===== src/hw/pin_select_pkg.sv =====
// Purpose: Shared constants for the remappable input selector
// Assumes: 16-bit register port, 10 MHz system clock
// Notes: Register offsets are word indices on the plain register port
package pin_select_pkg;
  localparam int ADDR_W = 4;
  localparam int DATA_W = 16;
  localparam int CODE_W = 8;
  localparam int PIN_COUNT = 182;
  localparam logic [CODE_W-1:0] MAX_PIN_CODE = 8'hB5;
  localparam logic [ADDR_W-1:0] CAPTURE_SEL_OFFSET = 4'h0;
  localparam logic [ADDR_W-1:0] COMPARE_FAULT_SEL_OFFSET = 4'h1;
  localparam logic [ADDR_W-1:0] PWM_FAULT_SEL_OFFSET = 4'h2;
  localparam logic [CODE_W-1:0] CODE_RESET = 8'h00;
  localparam logic [CODE_W-1:0] CODE_TIED_LOW = 8'h00;
  localparam int LOW_CODE_LSB = 0;
  localparam int HIGH_CODE_LSB = 8;
  localparam logic [DATA_W-1:0] UNMAPPED_READ = 16'h0000;
endpackage


===== src/hw/pin_code_reg.sv =====
// Purpose: One 8-bit pin selection code held in flip-flops
// Assumes: Synchronous active-high reset
// Notes: Written as a whole byte
`timescale 1ns/1ps
module pin_code_reg
  import pin_select_pkg::*;
(
  // Clock and reset
  input wire logic mclk_i,
  input wire logic sys_rst_i,
  // Write side
  input wire logic wr_en_i,
  input wire logic [CODE_W-1:0] wr_code_i,
  // Stored code
  output logic [CODE_W-1:0] code_o
);
  logic [CODE_W-1:0] code_reg;
  logic [CODE_W-1:0] code_next;

  always_comb begin
    code_next = code_reg;
    if (wr_en_i) begin
      code_next = wr_code_i;
    end
  end

  always_ff @(posedge mclk_i) begin
    if (sys_rst_i) begin
      code_reg <= CODE_RESET;
    end else begin
      code_reg <= code_next;
    end
  end

  assign code_o = code_reg;
endmodule // pin_code_reg


===== src/hw/pin_route.sv =====
// Purpose: Routes one remappable pin to a peripheral input by code
// Assumes: Pins are synchronous to the system clock
// Notes: Output is registered, one cycle behind the pin
`timescale 1ns/1ps
module pin_route
  import pin_select_pkg::*;
#(
  parameter int PINS = PIN_COUNT
)(
  // Clock and reset
  input wire logic mclk_i,
  input wire logic sys_rst_i,
  // Selection
  input wire logic [CODE_W-1:0] code_i,
  input wire logic [PINS-1:0] pins_i,
  // Routed input
  output logic routed_o
);
  logic routed_reg;
  logic routed_next;

  always_comb begin
    routed_next = 1'b0;
    if (code_i != CODE_TIED_LOW && 32'(code_i) < PINS) begin
      routed_next = pins_i[code_i];
    end
  end

  always_ff @(posedge mclk_i) begin
    if (sys_rst_i) begin
      routed_reg <= 1'b0;
    end else begin
      routed_reg <= routed_next;
    end
  end

  assign routed_o = routed_reg;
endmodule // pin_route


===== src/hw/remappable_input_selector.sv =====
// Purpose: Connects peripheral inputs to remappable pins chosen by software
// Assumes: Pins synchronous to mclk_i; register port never waits
// Notes: Routed inputs lag their pin by one clock
//
// Added by the designer: the strobed register port and the register offsets.
`timescale 1ns/1ps

////////////////////////////////////////////////////////////////////////////////
// Overview of operation
// - Capture input follows pin numbered by code
// - Compare fault input follows its coded pin
// - Code zero ties the input low
// - Upper byte of single selectors reads zero
// - Pair register: fault one low, two high
// - All codes read/write, reset to zero
module remappable_input_selector
  import pin_select_pkg::*;
#(
  parameter int PINS = PIN_COUNT
)(
  // Clock and reset
  input wire logic mclk_i,
  input wire logic sys_rst_i,
  // Register port
  input wire logic [ADDR_W-1:0] reg_addr_i,
  input wire logic [DATA_W-1:0] reg_wdata_i,
  input wire logic reg_wr_i,
  input wire logic reg_rd_i,
  output logic [DATA_W-1:0] reg_rdata_o,
  // Pins
  input wire logic [PINS-1:0] remappable_pin_i,
  // Peripheral inputs
  output logic input_capture_one_o,
  output logic compare_fault_a_input_o,
  output logic pwm_fault_one_input_o,
  output logic pwm_fault_two_input_o
);

  ////////////////////////////////////////////////////////////////////////////
  // Selector decode
  localparam int NSEL = 4;

  function automatic logic hit(input logic [ADDR_W-1:0] a, input logic [ADDR_W-1:0] off);
    hit = (a == off);
  endfunction

  logic [CODE_W-1:0] code [NSEL];
  logic [NSEL-1:0] code_wr;
  logic [CODE_W-1:0] code_wdata [NSEL];
  logic [NSEL-1:0] routed;

  logic [CODE_W-1:0] capture_source_code;
  logic [CODE_W-1:0] compare_fault_source_code;
  logic [CODE_W-1:0] pwm_fault_one_source_code;
  logic [CODE_W-1:0] pwm_fault_two_source_code;

  always_comb begin
    code_wr[0] = reg_wr_i && hit(reg_addr_i, CAPTURE_SEL_OFFSET);
    code_wr[1] = reg_wr_i && hit(reg_addr_i, COMPARE_FAULT_SEL_OFFSET);
    code_wr[2] = reg_wr_i && hit(reg_addr_i, PWM_FAULT_SEL_OFFSET);
    code_wr[3] = code_wr[2];
    code_wdata[0] = reg_wdata_i[LOW_CODE_LSB +: CODE_W];
    code_wdata[1] = reg_wdata_i[LOW_CODE_LSB +: CODE_W];
    code_wdata[2] = reg_wdata_i[LOW_CODE_LSB +: CODE_W];
    code_wdata[3] = reg_wdata_i[HIGH_CODE_LSB +: CODE_W];
  end

  ////////////////////////////////////////////////////////////////////////////
  // Code storage and routing, one slice per peripheral input
  genvar g;
  generate
    for (g = 0; g < NSEL; g++) begin : g_sel
      pin_code_reg u_code (
        .mclk_i(mclk_i),
        .sys_rst_i(sys_rst_i),
        .wr_en_i(code_wr[g]),
        .wr_code_i(code_wdata[g]),
        .code_o(code[g])
      );
      pin_route #(.PINS(PINS)) u_route (
        .mclk_i(mclk_i),
        .sys_rst_i(sys_rst_i),
        .code_i(code[g]),
        .pins_i(remappable_pin_i),
        .routed_o(routed[g])
      );
    end
  endgenerate

  assign capture_source_code = code[0];
  assign compare_fault_source_code = code[1];
  assign pwm_fault_one_source_code = code[2];
  assign pwm_fault_two_source_code = code[3];

  assign input_capture_one_o = routed[0];
  assign compare_fault_a_input_o = routed[1];
  assign pwm_fault_one_input_o = routed[2];
  assign pwm_fault_two_input_o = routed[3];

  ////////////////////////////////////////////////////////////////////////////
  // Read path: data appears the cycle after the strobe, zero otherwise
  logic [DATA_W-1:0] rdata_reg;
  logic [DATA_W-1:0] rdata_next;

  always_comb begin
    rdata_next = UNMAPPED_READ;
    if (reg_rd_i) begin
      case (reg_addr_i)
        CAPTURE_SEL_OFFSET: begin
          rdata_next = {8'h00, capture_source_code};
        end
        COMPARE_FAULT_SEL_OFFSET: begin
          rdata_next = {8'h00, compare_fault_source_code};
        end
        PWM_FAULT_SEL_OFFSET: begin
          rdata_next = {pwm_fault_two_source_code, pwm_fault_one_source_code};
        end
        default: begin
          rdata_next = UNMAPPED_READ;
        end
      endcase
    end
  end

  always_ff @(posedge mclk_i) begin
    if (sys_rst_i) begin
      rdata_reg <= UNMAPPED_READ;
    end else begin
      rdata_reg <= rdata_next;
    end
  end

  assign reg_rdata_o = rdata_reg;
endmodule // remappable_input_selector


===== config.mk =====
export PLATFORM = sky130hd
export DESIGN_NAME = remappable_input_selector
export DESIGN_NICKNAME = d
export VERILOG_FILES = /design/src/hw/pin_select_pkg.sv /design/src/hw/pin_code_reg.sv /design/src/hw/pin_route.sv /design/src/hw/remappable_input_selector.sv
export SDC_FILE = /design/constraint.sdc
export NUM_CORES = 1
export LEC_CHECK = 0
export BUFFER_PORTS_ARGS = -buffer_cell sky130_fd_sc_hd__buf_2
export CELL_PAD_IN_SITES_DETAIL_PLACEMENT = 0
export CELL_PAD_IN_SITES_GLOBAL_PLACEMENT = 2
export CORE_MARGIN = 3
export CORE_UTILIZATION = 32
export CTS_BUF_LIST = sky130_fd_sc_hd__clkbuf_16
export DETAILED_ROUTE_END_ITERATION = 16
export PLACE_DENSITY_LB_ADDON = 0.1
export SLEW_MARGIN = 10
export SYNTH_ARGS = -nofsm -noshare
export SYNTH_HDL_FRONTEND = slang
export SYNTH_HIERARCHICAL = 1
export SYNTH_SLANG_ARGS = --single-unit

===== constraint.sdc =====
create_clock -name mclk_i -period 2.2 [get_ports mclk_i]
set_clock_uncertainty 0.15 [all_clocks]
set_input_delay 0 -clock mclk_i [delete_from_list [all_inputs] [get_ports mclk_i]]
set_output_delay 0 -clock mclk_i [all_outputs]
set_load 0.01 [all_outputs]

After elaboration in Yosys (flattened, before gate mapping). Cells that the tools add are included.

Magnitude comparators: 8. Equality and inequality tests: 2. Mux-type cells: 9. Bitwise logic cells: 5. Reduce and logical (&&, ||, !) cells: 17.

Operators with widths (number): $pmux 16 s3 (1); $lt 8x9->1 const B (4); $bmux 1 s8 (4); $lt 8x8->1 const B (4); $reduce_bool 8->1 (4); $reduce_or 2->1 (5); $logic_and 1x1->1 (7); $not 1->1 (5); $eq 4x1->1 const B (1); $eq 4x2->1 const B (1); $logic_not 4->1 (1); $mux 1 (4).

Register bits after elaboration: 52. Output and inout port bits: 20. Logic and storage cells: 50.

Logic depth before layout (Yosys ltp). Gate-level depths: netlist of run 1.

Depth in word-level cells: 4. Depth in mapped cells: 10.

Modules after synthesis. The synthesis of run 1 kept the hierarchy.

By module, submodules not included: pin_route (times used 4, cells each 146, area each 1727.9 um^2, seq. area each 20.0 um^2); pin_code_reg (times used 4, cells each 26, area each 285.3 um^2, seq. area each 160.2 um^2); remappable_input_selector (times used 1, cells each 54, area each 586.8 um^2, seq. area each 320.3 um^2).

Least setup slack after synthesis of run 1. Ideal clock, no wire load.

Path kind: reg-to-reg. From: reg g_sel[1].u_code.code_reg[0]. To: reg g_sel[1].u_route.routed_reg. Setup time: 0.132 ns. Data arrival time: 2.029 ns. Data required time: 1.918 ns. Slack: -0.112 ns. Cell stages (with the launch flop): 9. Buffers on the path: 2. Path through: dfxtp_1 -> buf_6 -> buf_12 -> mux4_2 -> nand4b_1 -> nand3_1 -> or3_1 -> a2111oi_2 -> o32ai_1.

Longest elaborated chain between the ends: 4.

Ends and longest elaborated chain: from (decl) (RTL line pin_code_reg.sv:17) `logic [CODE_W-1:0] code_reg;`; from (signal assigned) (RTL line pin_code_reg.sv:31) `code_reg <= code_next;`; parallel branches: the longest is 4 deep, another holds $bmux 1 s8; to (signal assigned) (RTL line pin_route.sv:33) `routed_reg <= routed_next;`; to (decl) (RTL line pin_route.sv:19) `logic routed_reg;`.

Parallel ways; which one is timed is not known. The select of a mux whose other input is x is not followed. A chain may end at the register's enable or synchronous reset.

Worst setup path in the final report of run 1.
From: reg g_sel[3].u_code.code_reg[0]. To: reg g_sel[3].u_route.routed_reg.

Longest elaborated chain between the ends: 4.

Ends and longest elaborated chain (RTL line): from (decl) (pin_code_reg.sv:17); from (signal assigned) (pin_code_reg.sv:31); parallel branches: the longest is 4 deep, another holds $bmux 1 s8; to (signal assigned) (pin_route.sv:33); to (decl) (pin_route.sv:19).

Parallel ways; which one is timed is not known. The select of a mux whose other input is x is not followed.

==> results.yml, run 1 <==
synth:
  synth-edff-count: 0
  synthArstFlopShare_pct: 0
  synthesis.instances: 742
  synth-seq-cells: 52
  syn_area_mm2: 0.00864
  syn_nets: 948
  synth_area_per_cell_um2: 11.6
  yosys_warnings: 6
  ys_types: 46
  ys_seq_area_share_pct: 12.0
  ys.flop_type: "dfxtp_1"
worst_setup_path:
  worstSetupPathType: "flip-flop to flip-flop"
  cp.arrival_ps: 2500
  cp.required_ps: 2220
  cp_max_fo: 8
  slowest_delay_ps: 520
  worstSetupStartpointType: "flip-flop"
  critPathMostFrequentCell: "mux4_2"
  critPathCaptureType: "flip-flop"
  critical_path.slowest_cell: "mux4_2"
  crit_chain: "buf_12 -> mux4_2 -> mux4_2 -> nor2_2 -> nor4_2 -> a31oi_1 -> buf_4 -> o32ai_1"
cells_and_area:
  drive_above_1_share_pct: 56.9
  finalNonFillerCells: 1396
  fill_cells: 2566
  final_nets: 1266
  area_growth_pct: 34.2
  final_cell_mix: "buf_2 (225), mux4_2 (159), buf_4 (125)"
  finish.instance_area_mm2: 0.0116
  register_area_mm2: 0.00106
  multi_input_area_mm2: 0.00716
  final_common_cell: "buf_2"
  final_util_pct: 44.1
  diodes: 0
drt:
  wirelength_um: 41500
  vias_per_cell: 6.39
  firstDrtPassIters: 5
  ant_nets: 0
  route.detailed.drc: 0
  vias: 8927
  wirelength_met1_um: 17700
  route.top_layer_used: "met5"
  wl_met2_um: 19900
  drt_iter0_drc: 820
  wl_per_cell_um: 29.7
  dr_wl_met3_um: 2990
floorplan:
  die_w_um: 170
  coreArea_mm2: 0.0263
  die_y_um: 170
  fp.dieArea_mm2: 0.0290
  initial_core_util_pct: 32.9
  pin_count: 226
  rows: 59
clock_network:
  cts_tree: "yes"
  cts_made_buffers: 5
  clk_latency_ps: 300
  root_buffer: "clkbuf_16"
  clockBufferDepth: 2
  cts_sinks: 52
  clkTransAtPathRegs_ps: 80
  htreeDepth: 2
grt:
  grt_pass1_wl_um: 60700
  antenna_found_initial: 2
  grt_pass1_vias: 9372
  gr-total-overflow: 0
  track_usage_pct: 27.9
  grt_start_max_net_pins: 41
power:
  p_sw_uw: 998
  seq_power_share_pct: 32.3
  comb_power_share_pct: 40.3
  powerDensity_mw_per_mm2: 258
  swShare_pct: 33.3
  ir_worst_vdd_mv: 0.292
  internal_power_uw: 2000
  power_frac_clock_pct: 27.4
  power.leakage_uw: 0.00415
placement:
  hpwl_um: 33600
  io_buffers: 225
  placed_cell_area_mm2: 0.0110
  pre_cts_slack_ps: -469
  dp_cells: 1360
  gp_congestion: 1.00
sta:
  rsz0062_at_grt: "true"
  period_needed_ps: 2480
  finalSetupViolCount: 4
  slew_viol_final: 0
  fmax_mhz: 403
  setup_ws_ps: -282
  finalHoldViolCount: 0
  relSlewSlack_pct: 55.2
  post-route-period-util_pct: 113
  worst_pin_slew_ps: 671
worst_hold_path:
  hold_class: "input pin to flip-flop"
flow_run:
  drv_cap: 0
outcome:
  violations: "negative setup slack"
  status: "finished, violations left"
-- through the flow --
stage | hold slack [ps] | setup TNS [ps] | total power, uW
finish | 43.8 | -951 | 2990
detailed placement | 99.7 | -1530 | 2090
floorplan | -31.6 | -208 | 1520
global route | 53.6 | -1240 | 3120
CTS | 36.5 | -976 | 2980
global placement | 92.2 | -1430 | 2060
-- sequential cells by signal (all words and copies together) (netlist names) --
signal,flops
g_sel.u_code/code_o,32
reg_rdata_o,16
g_sel.u_route/routed_o,4
-- kinds of logic after synthesis --
kind of cell	count (synthesis)	share of synthesized area, %
multiplexers	257	58.0
AND/OR/NAND/NOR	222	13.3
AO/OA/AOI/OAI	113	9.59
buffers and inverters	98	6.98
flip-flops	52	12.0
-- worst paths after layout --
| check | start | end | slack, ps | cells past startpoint |
|---|---|---|---|---|
| hold / removal | reg_addr_i[1] | reg_rdata_o[5] | 40 | 4 |
| hold reg to reg | g_sel[2].u_code/code_o[4] | g_sel[2].u_code/code_o[4] | 450 | 2 |
| setup / recovery | g_sel[3].u_code/code_o[0] | g_sel[3].u_route/routed_o | -280 | 8 |
| setup reg to reg | g_sel[3].u_code/code_o[0] | g_sel[3].u_route/routed_o | -280 | 8 |
-- metal layers --
metal  track usage (%)  up-vias
met4              5.93        2
met5                 0        -
li1                  -     3799
met1              39.0     4583
met3              4.23       58
met2              46.2      485
-- cells in the mapped netlist (all sizes together), types with 12 or more instances --
cell type	count	share of area, %
mux4	180	49
mux2i	69	8.0
buf	56	5.2
nor2	56	2.4
dfxtp	52	12
nand2	37	1.6
clkbuf	30	1.3
a21oi	25	1.4
nand3	24	1.4
nor4	17	1.3
a2111oi	16	1.9
nor3	16	0.93
and2	13	0.94
a31oi	12	0.87
nand4	12	0.87
o21ai	12	0.70
-- power groups by stage --
stage	clock, uW	combinational (uW)	sequential [uW]
2_1_floorplan	0	536	982
3_3_place_gp	0	1070	994
3_5_place_dp	0	1100	994
4_1_cts	848	1170	967
5_1_grt	883	1270	969
6_report	820	1210	967
-- layout make-up --
class                   instances  share of cell area (%)
clock buffers                   5                    1.08
well taps                     335                    3.61
inverters                      12                   0.388
flip-flops and latches         52                    9.17
clock inverters                 3                   0.173
repair buffers                397                    23.8
multi-input cells             592                    61.7
-- worst max-delay path: cells and delay by family (launching register included) --
kind | cells | cell delay [ps]
mux | 2 | 1010
compound gates | 2 | 240
simple gates | 2 | 170
buf+inv | 2 | 300
flops | 1 | 460
-- timing repair --
| action | CTS | global route |
|---|---|---|
| endpoints found under the hold margin | 41 | 0 |
| setup endpoints to repair | 4 | 4 |
| setup buffers | 5 | 7 |
| hold buffers | 17 | 0 |
| pin swaps | 10 | 14 |
| resized for setup | 72 | 29 |
| cloned | 0 | 0 |
(Power assumes the default switching activity.)
==> inputs of run 2 (changes only) <==
--- a/config.mk
+++ b/config.mk
@@ -13,6 +13,7 @@
 export CTS_BUF_LIST = sky130_fd_sc_hd__clkbuf_16
 export DETAILED_ROUTE_END_ITERATION = 16
 export PLACE_DENSITY_LB_ADDON = 0.1
+export SETUP_SLACK_MARGIN = 0.15
 export SLEW_MARGIN = 10
 export SYNTH_ARGS = -nofsm -noshare
 export SYNTH_HDL_FRONTEND = slang
==> run 2 against run 1 <==
  * The run still ends with negative setup slack left
  * Clock-buffer cell count unchanged
  * Sequential power about the same
  * Sequential cell count unchanged
  * Register-to-register slack about the same
  * Utilization about the same
  * Power about the same
  * Sequential share of layout area about the same
  * Worst hold slack improved by 2.9 ps
  * Design area about the same
  * Non-clock buffer count increased by 1
  * Routed wire length increased by 0.11%
  * First-iteration DRC count decreased by 6.2%
  * Critical path type unchanged
  * Largest cell class unchanged
==> results.yml, run 2 (same netlist as run 1, synthesis figures left out) <==
cells_and_area:
  final_nets: 1267
  largest_reg_flops: 32
  final_common_cell: "buf_2"
  final_cell_mix: "buf_2 (225), mux4_2 (159), buf_4 (125)"
  final_util_pct: 44.2
  diodes: 0
  drive_above_1_share_pct: 57.0
  finalNonFillerCells: 1397
  area_growth_pct: 34.3
power:
  p_sw_uw: 996
  power_frac_clock_pct: 27.3
  seq_power_share_pct: 32.3
  power.leakage_uw: 0.00416
  swShare_pct: 33.3
  comb_power_share_pct: 40.3
  ir_worst_vdd_mv: 0.288
  powerDensity_mw_per_mm2: 258
  internal_power_uw: 2000
floorplan:
  coreArea_mm2: 0.0263
  initial_core_util_pct: 32.9
  pin_count: 226
  fp.dieArea_mm2: 0.0290
  rows: 59
  die_y_um: 170
  die_w_um: 170
clock_network:
  clk_latency_ps: 300
  root_buffer: "clkbuf_16"
  clockBufferDepth: 2
  cts_sinks: 52
  htreeDepth: 2
  cts_tree: "yes"
  clkTransAtPathRegs_ps: 70
  cts_made_buffers: 5
sta:
  relSlewSlack_pct: 56.6
  worst_pin_slew_ps: 650
  fin_tns_setup_ps: -969
  setup_ws_ps: -289
  finalHoldViolCount: 0
  post-route-period-util_pct: 113
  slew_viol_final: 0
  rsz0062_at_grt: "true"
  finalSetupViolCount: 4
  fmax_mhz: 402
  period_needed_ps: 2490
grt:
  track_usage_pct: 27.9
  antenna_found_initial: 2
  grt_start_max_net_pins: 41
  gr-total-overflow: 0
  grt_pass1_wl_um: 60700
  grt_pass1_vias: 9372
worst_setup_path:
  cp.arrival_ps: 2510
  critPathCaptureType: "flip-flop"
  critical_path.slowest_cell: "mux4_2"
  worstSetupStartpointType: "flip-flop"
  cp.required_ps: 2220
  critPathMostFrequentCell: "mux4_2"
  slowest_delay_ps: 520
  cp_max_fo: 8
  worstSetupPathType: "flip-flop to flip-flop"
  crit_chain: "buf_12 -> mux4_2 -> mux4_2 -> nor2_2 -> nor4_2 -> a31oi_1 -> buf_4 -> o32ai_1"
  worstPathBufferInverterCount: 2
  critical_path.top_delay_family: "multiplexers"
outcome:
  status: "finished, violations left"
  violations: "negative setup slack"
flow_run:
  drv_cap: 0
worst_hold_path:
  hold_class: "input pin to flip-flop"
drt:
  wl_per_cell_um: 29.7
  vias: 8933
  wirelength_um: 41500
  ant_nets: 0
  drt_iter0_drc: 769
  vias_per_cell: 6.39
  firstDrtPassIters: 6
  route.detailed.drc: 0
placement:
  dp_cells: 1360
  gp_congestion: 1.00
  io_buffers: 225
  hpwl_um: 33600
-- run 2: cell count changes in the layout (fill, tap and decap cells not counted), sizes merged --
cell,delta
buf,+1
-- run 2: metal layers --
metal	wire, um	vias to the layer above	track usage (%)	share of wire [%]
met5	13	-	0	0.031
met4	806	2	5.93	1.9
met3	3180	54	4.23	7.7
met2	19900	503	46.2	48
met1	17700	4574	39.0	42
li1	-	3800	-	-
-- run 2: tightest hold or removal path: stages --
cell,delay (ps)
buf_2,140
mux2i_1,140
or2_2,110
a21oi_1,50
-- run 2: what timing repair did --
action / 4_1_cts / 5_1_grt
hold endpoints to repair: 41 / 0
cloned: 0 / 0
setup buffers: 5 / 7
hold buffers: 17 / 0
pin swaps: 10 / 14
resized for setup: 72 / 30
setup endpoints to repair: 4 / 4
-- run 2: per-stage QoR --
| step | cell area (um^2) | power [uW] | hold slack [ps] | setup WS (ps) |
|---|---|---|---|---|
| after floorplan | 8670 | 1520 | -31.6 | -53.6 |
| after global placement | 11000 | 2060 | 92.2 | -413 |
| after detailed placement | 11000 | 2090 | 99.7 | -469 |
| after CTS | 11400 | 2980 | 36.5 | -280 |
| after global routing | 11600 | 3120 | 53.6 | -361 |
| final | 11600 | 2990 | 46.7 | -289 |
-- run 2: final timing paths --
kind,depth (start not counted),slack [ps],endpoint,startpoint
worst min-delay path,4,50,reg_rdata_o[5],reg_addr_i[1]
worst max register to register,8,-290,g_sel[3].u_route/routed_o,g_sel[3].u_code/code_o[0]
worst max-delay path,8,-290,g_sel[3].u_route/routed_o,g_sel[3].u_code/code_o[0]
worst min register to register,2,440,g_sel[2].u_code/code_o[4],g_sel[2].u_code/code_o[4]
-- run 2: power groups by stage --
stage	registers [uW]	logic [uW]	clock network [uW]
after detailed placement	994	1100	0
after CTS	967	1170	848
after floorplan	982	536	0
after global routing	969	1270	883
after global placement	994	1070	0
final	967	1210	818
-- run 2: cell type report --
cell class	count	area (um^2)
Fill cell	2567	14700
Sequential cell	52	1060
Inverter	12	45.0
Clock inverter	3	20.0
Timing Repair Buffer	398	2780
Tap cell	335	419
Clock buffer	5	125
Multi-Input combinational cell	592	7160
==> inputs of run 3 (changes only) <==
--- a/config.mk
+++ b/config.mk
@@ -9,7 +9,7 @@
 export CELL_PAD_IN_SITES_DETAIL_PLACEMENT = 0
 export CELL_PAD_IN_SITES_GLOBAL_PLACEMENT = 2
 export CORE_MARGIN = 3
-export CORE_UTILIZATION = 32
+export CORE_UTILIZATION = 38
 export CTS_BUF_LIST = sky130_fd_sc_hd__clkbuf_16
 export DETAILED_ROUTE_END_ITERATION = 16
 export PLACE_DENSITY_LB_ADDON = 0.1
==> constraint.sdc (replaced) <==
create_clock -name mclk_i -period 2.95 [get_ports mclk_i]
set_clock_uncertainty 0.15 [all_clocks]
set_input_delay 0 -clock mclk_i [delete_from_list [all_inputs] [get_ports mclk_i]]
set_output_delay 0 -clock mclk_i [all_outputs]
set_load 0.01 [all_outputs]
==> run 3 against run 2 <==
  * The run now ends clean
  * Die area shrank 15%
  * Fmax fell by 11%
  * Clock-buffer cell count stayed put
  * Combinational power down 34%
  * Non-clock buffer count down 96
  * Worst hold slack got worse by 17 ps
  * Design area is 9.8% lower
  * Critical endpoint unchanged
==> results.yml, run 3 (same netlist as run 1, synthesis figures left out) <==
outcome:
  status: "finished, final reports clean"
clock_network:
  clkTransAtPathRegs_ps: 90
  cts_sinks: 52
  root_buffer: "clkbuf_16"
  clockBufferDepth: 2
  cts_made_buffers: 5
  htreeDepth: 2
  cts_tree: "yes"
  postCtsSetupBuffers: 0
  clk_latency_ps: 310
cells_and_area:
  final_cell_mix: "buf_2 (225), mux4_2 (132), mux2i_1 (69)"
  area_growth_pct: 21.2
  drive_above_1_share_pct: 46.5
  final_nets: 1171
  diodes: 0
  final_common_cell: "buf_2"
  fill_cells: 2078
  largest_reg_flops: 32
sta:
  finalSetupViolCount: 0
  post-route-period-util_pct: 94.9
  whs_ps: 29.8
  fin_tns_setup_ps: 0
  relSlewSlack_pct: 52.2
  fmax_mhz: 357
  period_needed_ps: 2800
  setup_ws_ps: 151
  worst_pin_slew_ps: 715
  slew_viol_final: 0
  rsz0062_at_grt: "true"
  finalHoldViolCount: 0
grt:
  antenna_found_initial: 0
  grt_pass1_wl_um: 55000
  track_usage_pct: 29.9
  grt_start_max_net_pins: 41
  grt_pass1_vias: 8652
  gr-total-overflow: 0
placement:
  io_buffers: 225
  gp_congestion: 0.933
  pre_cts_slack_ps: 196
  hpwl_um: 29800
drt:
  route.detailed.drc: 0
  wirelength_um: 37600
  firstDrtPassIters: 5
  drt_iter0_drc: 692
  vias_per_cell: 6.87
  vias: 8555
  ant_nets: 0
  wl_per_cell_um: 30.2
floorplan:
  initial_core_util_pct: 39.1
  die_y_um: 157
  pin_count: 226
  fp.dieArea_mm2: 0.0246
  coreArea_mm2: 0.0221
  rows: 54
  die_w_um: 157
worst_setup_path:
  cp.required_ps: 3020
  cp.arrival_ps: 2870
  critPathMostFrequentCell: "buf_4"
  critical_path.slowest_cell: "dfxtp_2"
  worstSetupStartpointType: "flip-flop"
  worstSetupPathType: "flip-flop to flip-flop"
  cp_max_fo: 20
  critPathCaptureType: "flip-flop"
  crit_chain: "buf_4 -> buf_4 -> mux4_2 -> nand2_1 -> a41oi_1 -> a31oi_1 -> buf_4 -> o32ai_1"
  slowest_delay_ps: 590
power:
  powerDensity_mw_per_mm2: 206
  ir_worst_vdd_mv: 0.209
  fin_total_pwr_uw: 2160
  power.leakage_uw: 0.00363
worst_hold_path:
  hold_class: "input pin to flip-flop"
flow_run:
  drv_cap: 0
run 3: stage by stage:
step	instances	cell area, um^2	utilization, %
floorplan	742	8640	-
global placement	1221	10100	45.9
detailed placement	1221	10100	45.9
CTS	1246	10500	47.4
global route	1246	10500	47.4
finish	1246	10500	47.4
run 3: final timing paths:
check / from / to / slack (ps) / depth (start not counted)
worst max-delay path: g_sel[3].u_code/code_o[1] / g_sel[3].u_route/routed_o / 150 / 8
worst min-delay path: reg_addr_i[1] / reg_rdata_o[5] / 30 / 4
worst max register to register: g_sel[3].u_code/code_o[1] / g_sel[3].u_route/routed_o / 150 / 8
worst min register to register: g_sel[3].u_code/code_o[4] / reg_rdata_o[12] / 430 / 1
run 3: layout make-up:
type                    instances  area [um^2]  area share [%]
flip-flops and latches         52         1060            10.1
well taps                     280          350            3.35
clock buffers                   5          125            1.19
multi-input cells             592         7000            66.8
clock inverters                 3         25.0           0.239
inverters                      12         45.0           0.430
repair buffers                302         1870            17.9
run 3: per-layer routing:
layer  up-vias  wire length, um  track usage [%]  part of all wire (%)
li1       3633                -                -                     -
met1      4362            15800             42.8                    42
met2       506            17800             48.3                    47
met3        54             3110             4.31                   8.3
met4         0              873             7.00                   2.3
met5         -                0                0                     0
run 3: worst max-delay path: cells and delay by family, from the launching register on:
family                 cells  cell delay [ps]
and+or+nand+nor            1               60
DFF                        1              590
AOI/OAI and AO/OA          3              810
buffers and inverters      3              810
muxes                      1              250
run 3: where the power goes:
part           switching [uW]  internal, uW  total, uW  leakage [uW]
sequential               17.9           706        724      0.000424
clock                     314           322        636     0.0000708
combinational             386           412        798       0.00314
total                     717          1440       2160       0.00363
run 3: timing repair:
item	4_1_cts	5_1_grt
hold buffers	17	0
endpoints found under the hold margin	41	0
endpoints found under the setup margin	0	3
resized for setup	0	3
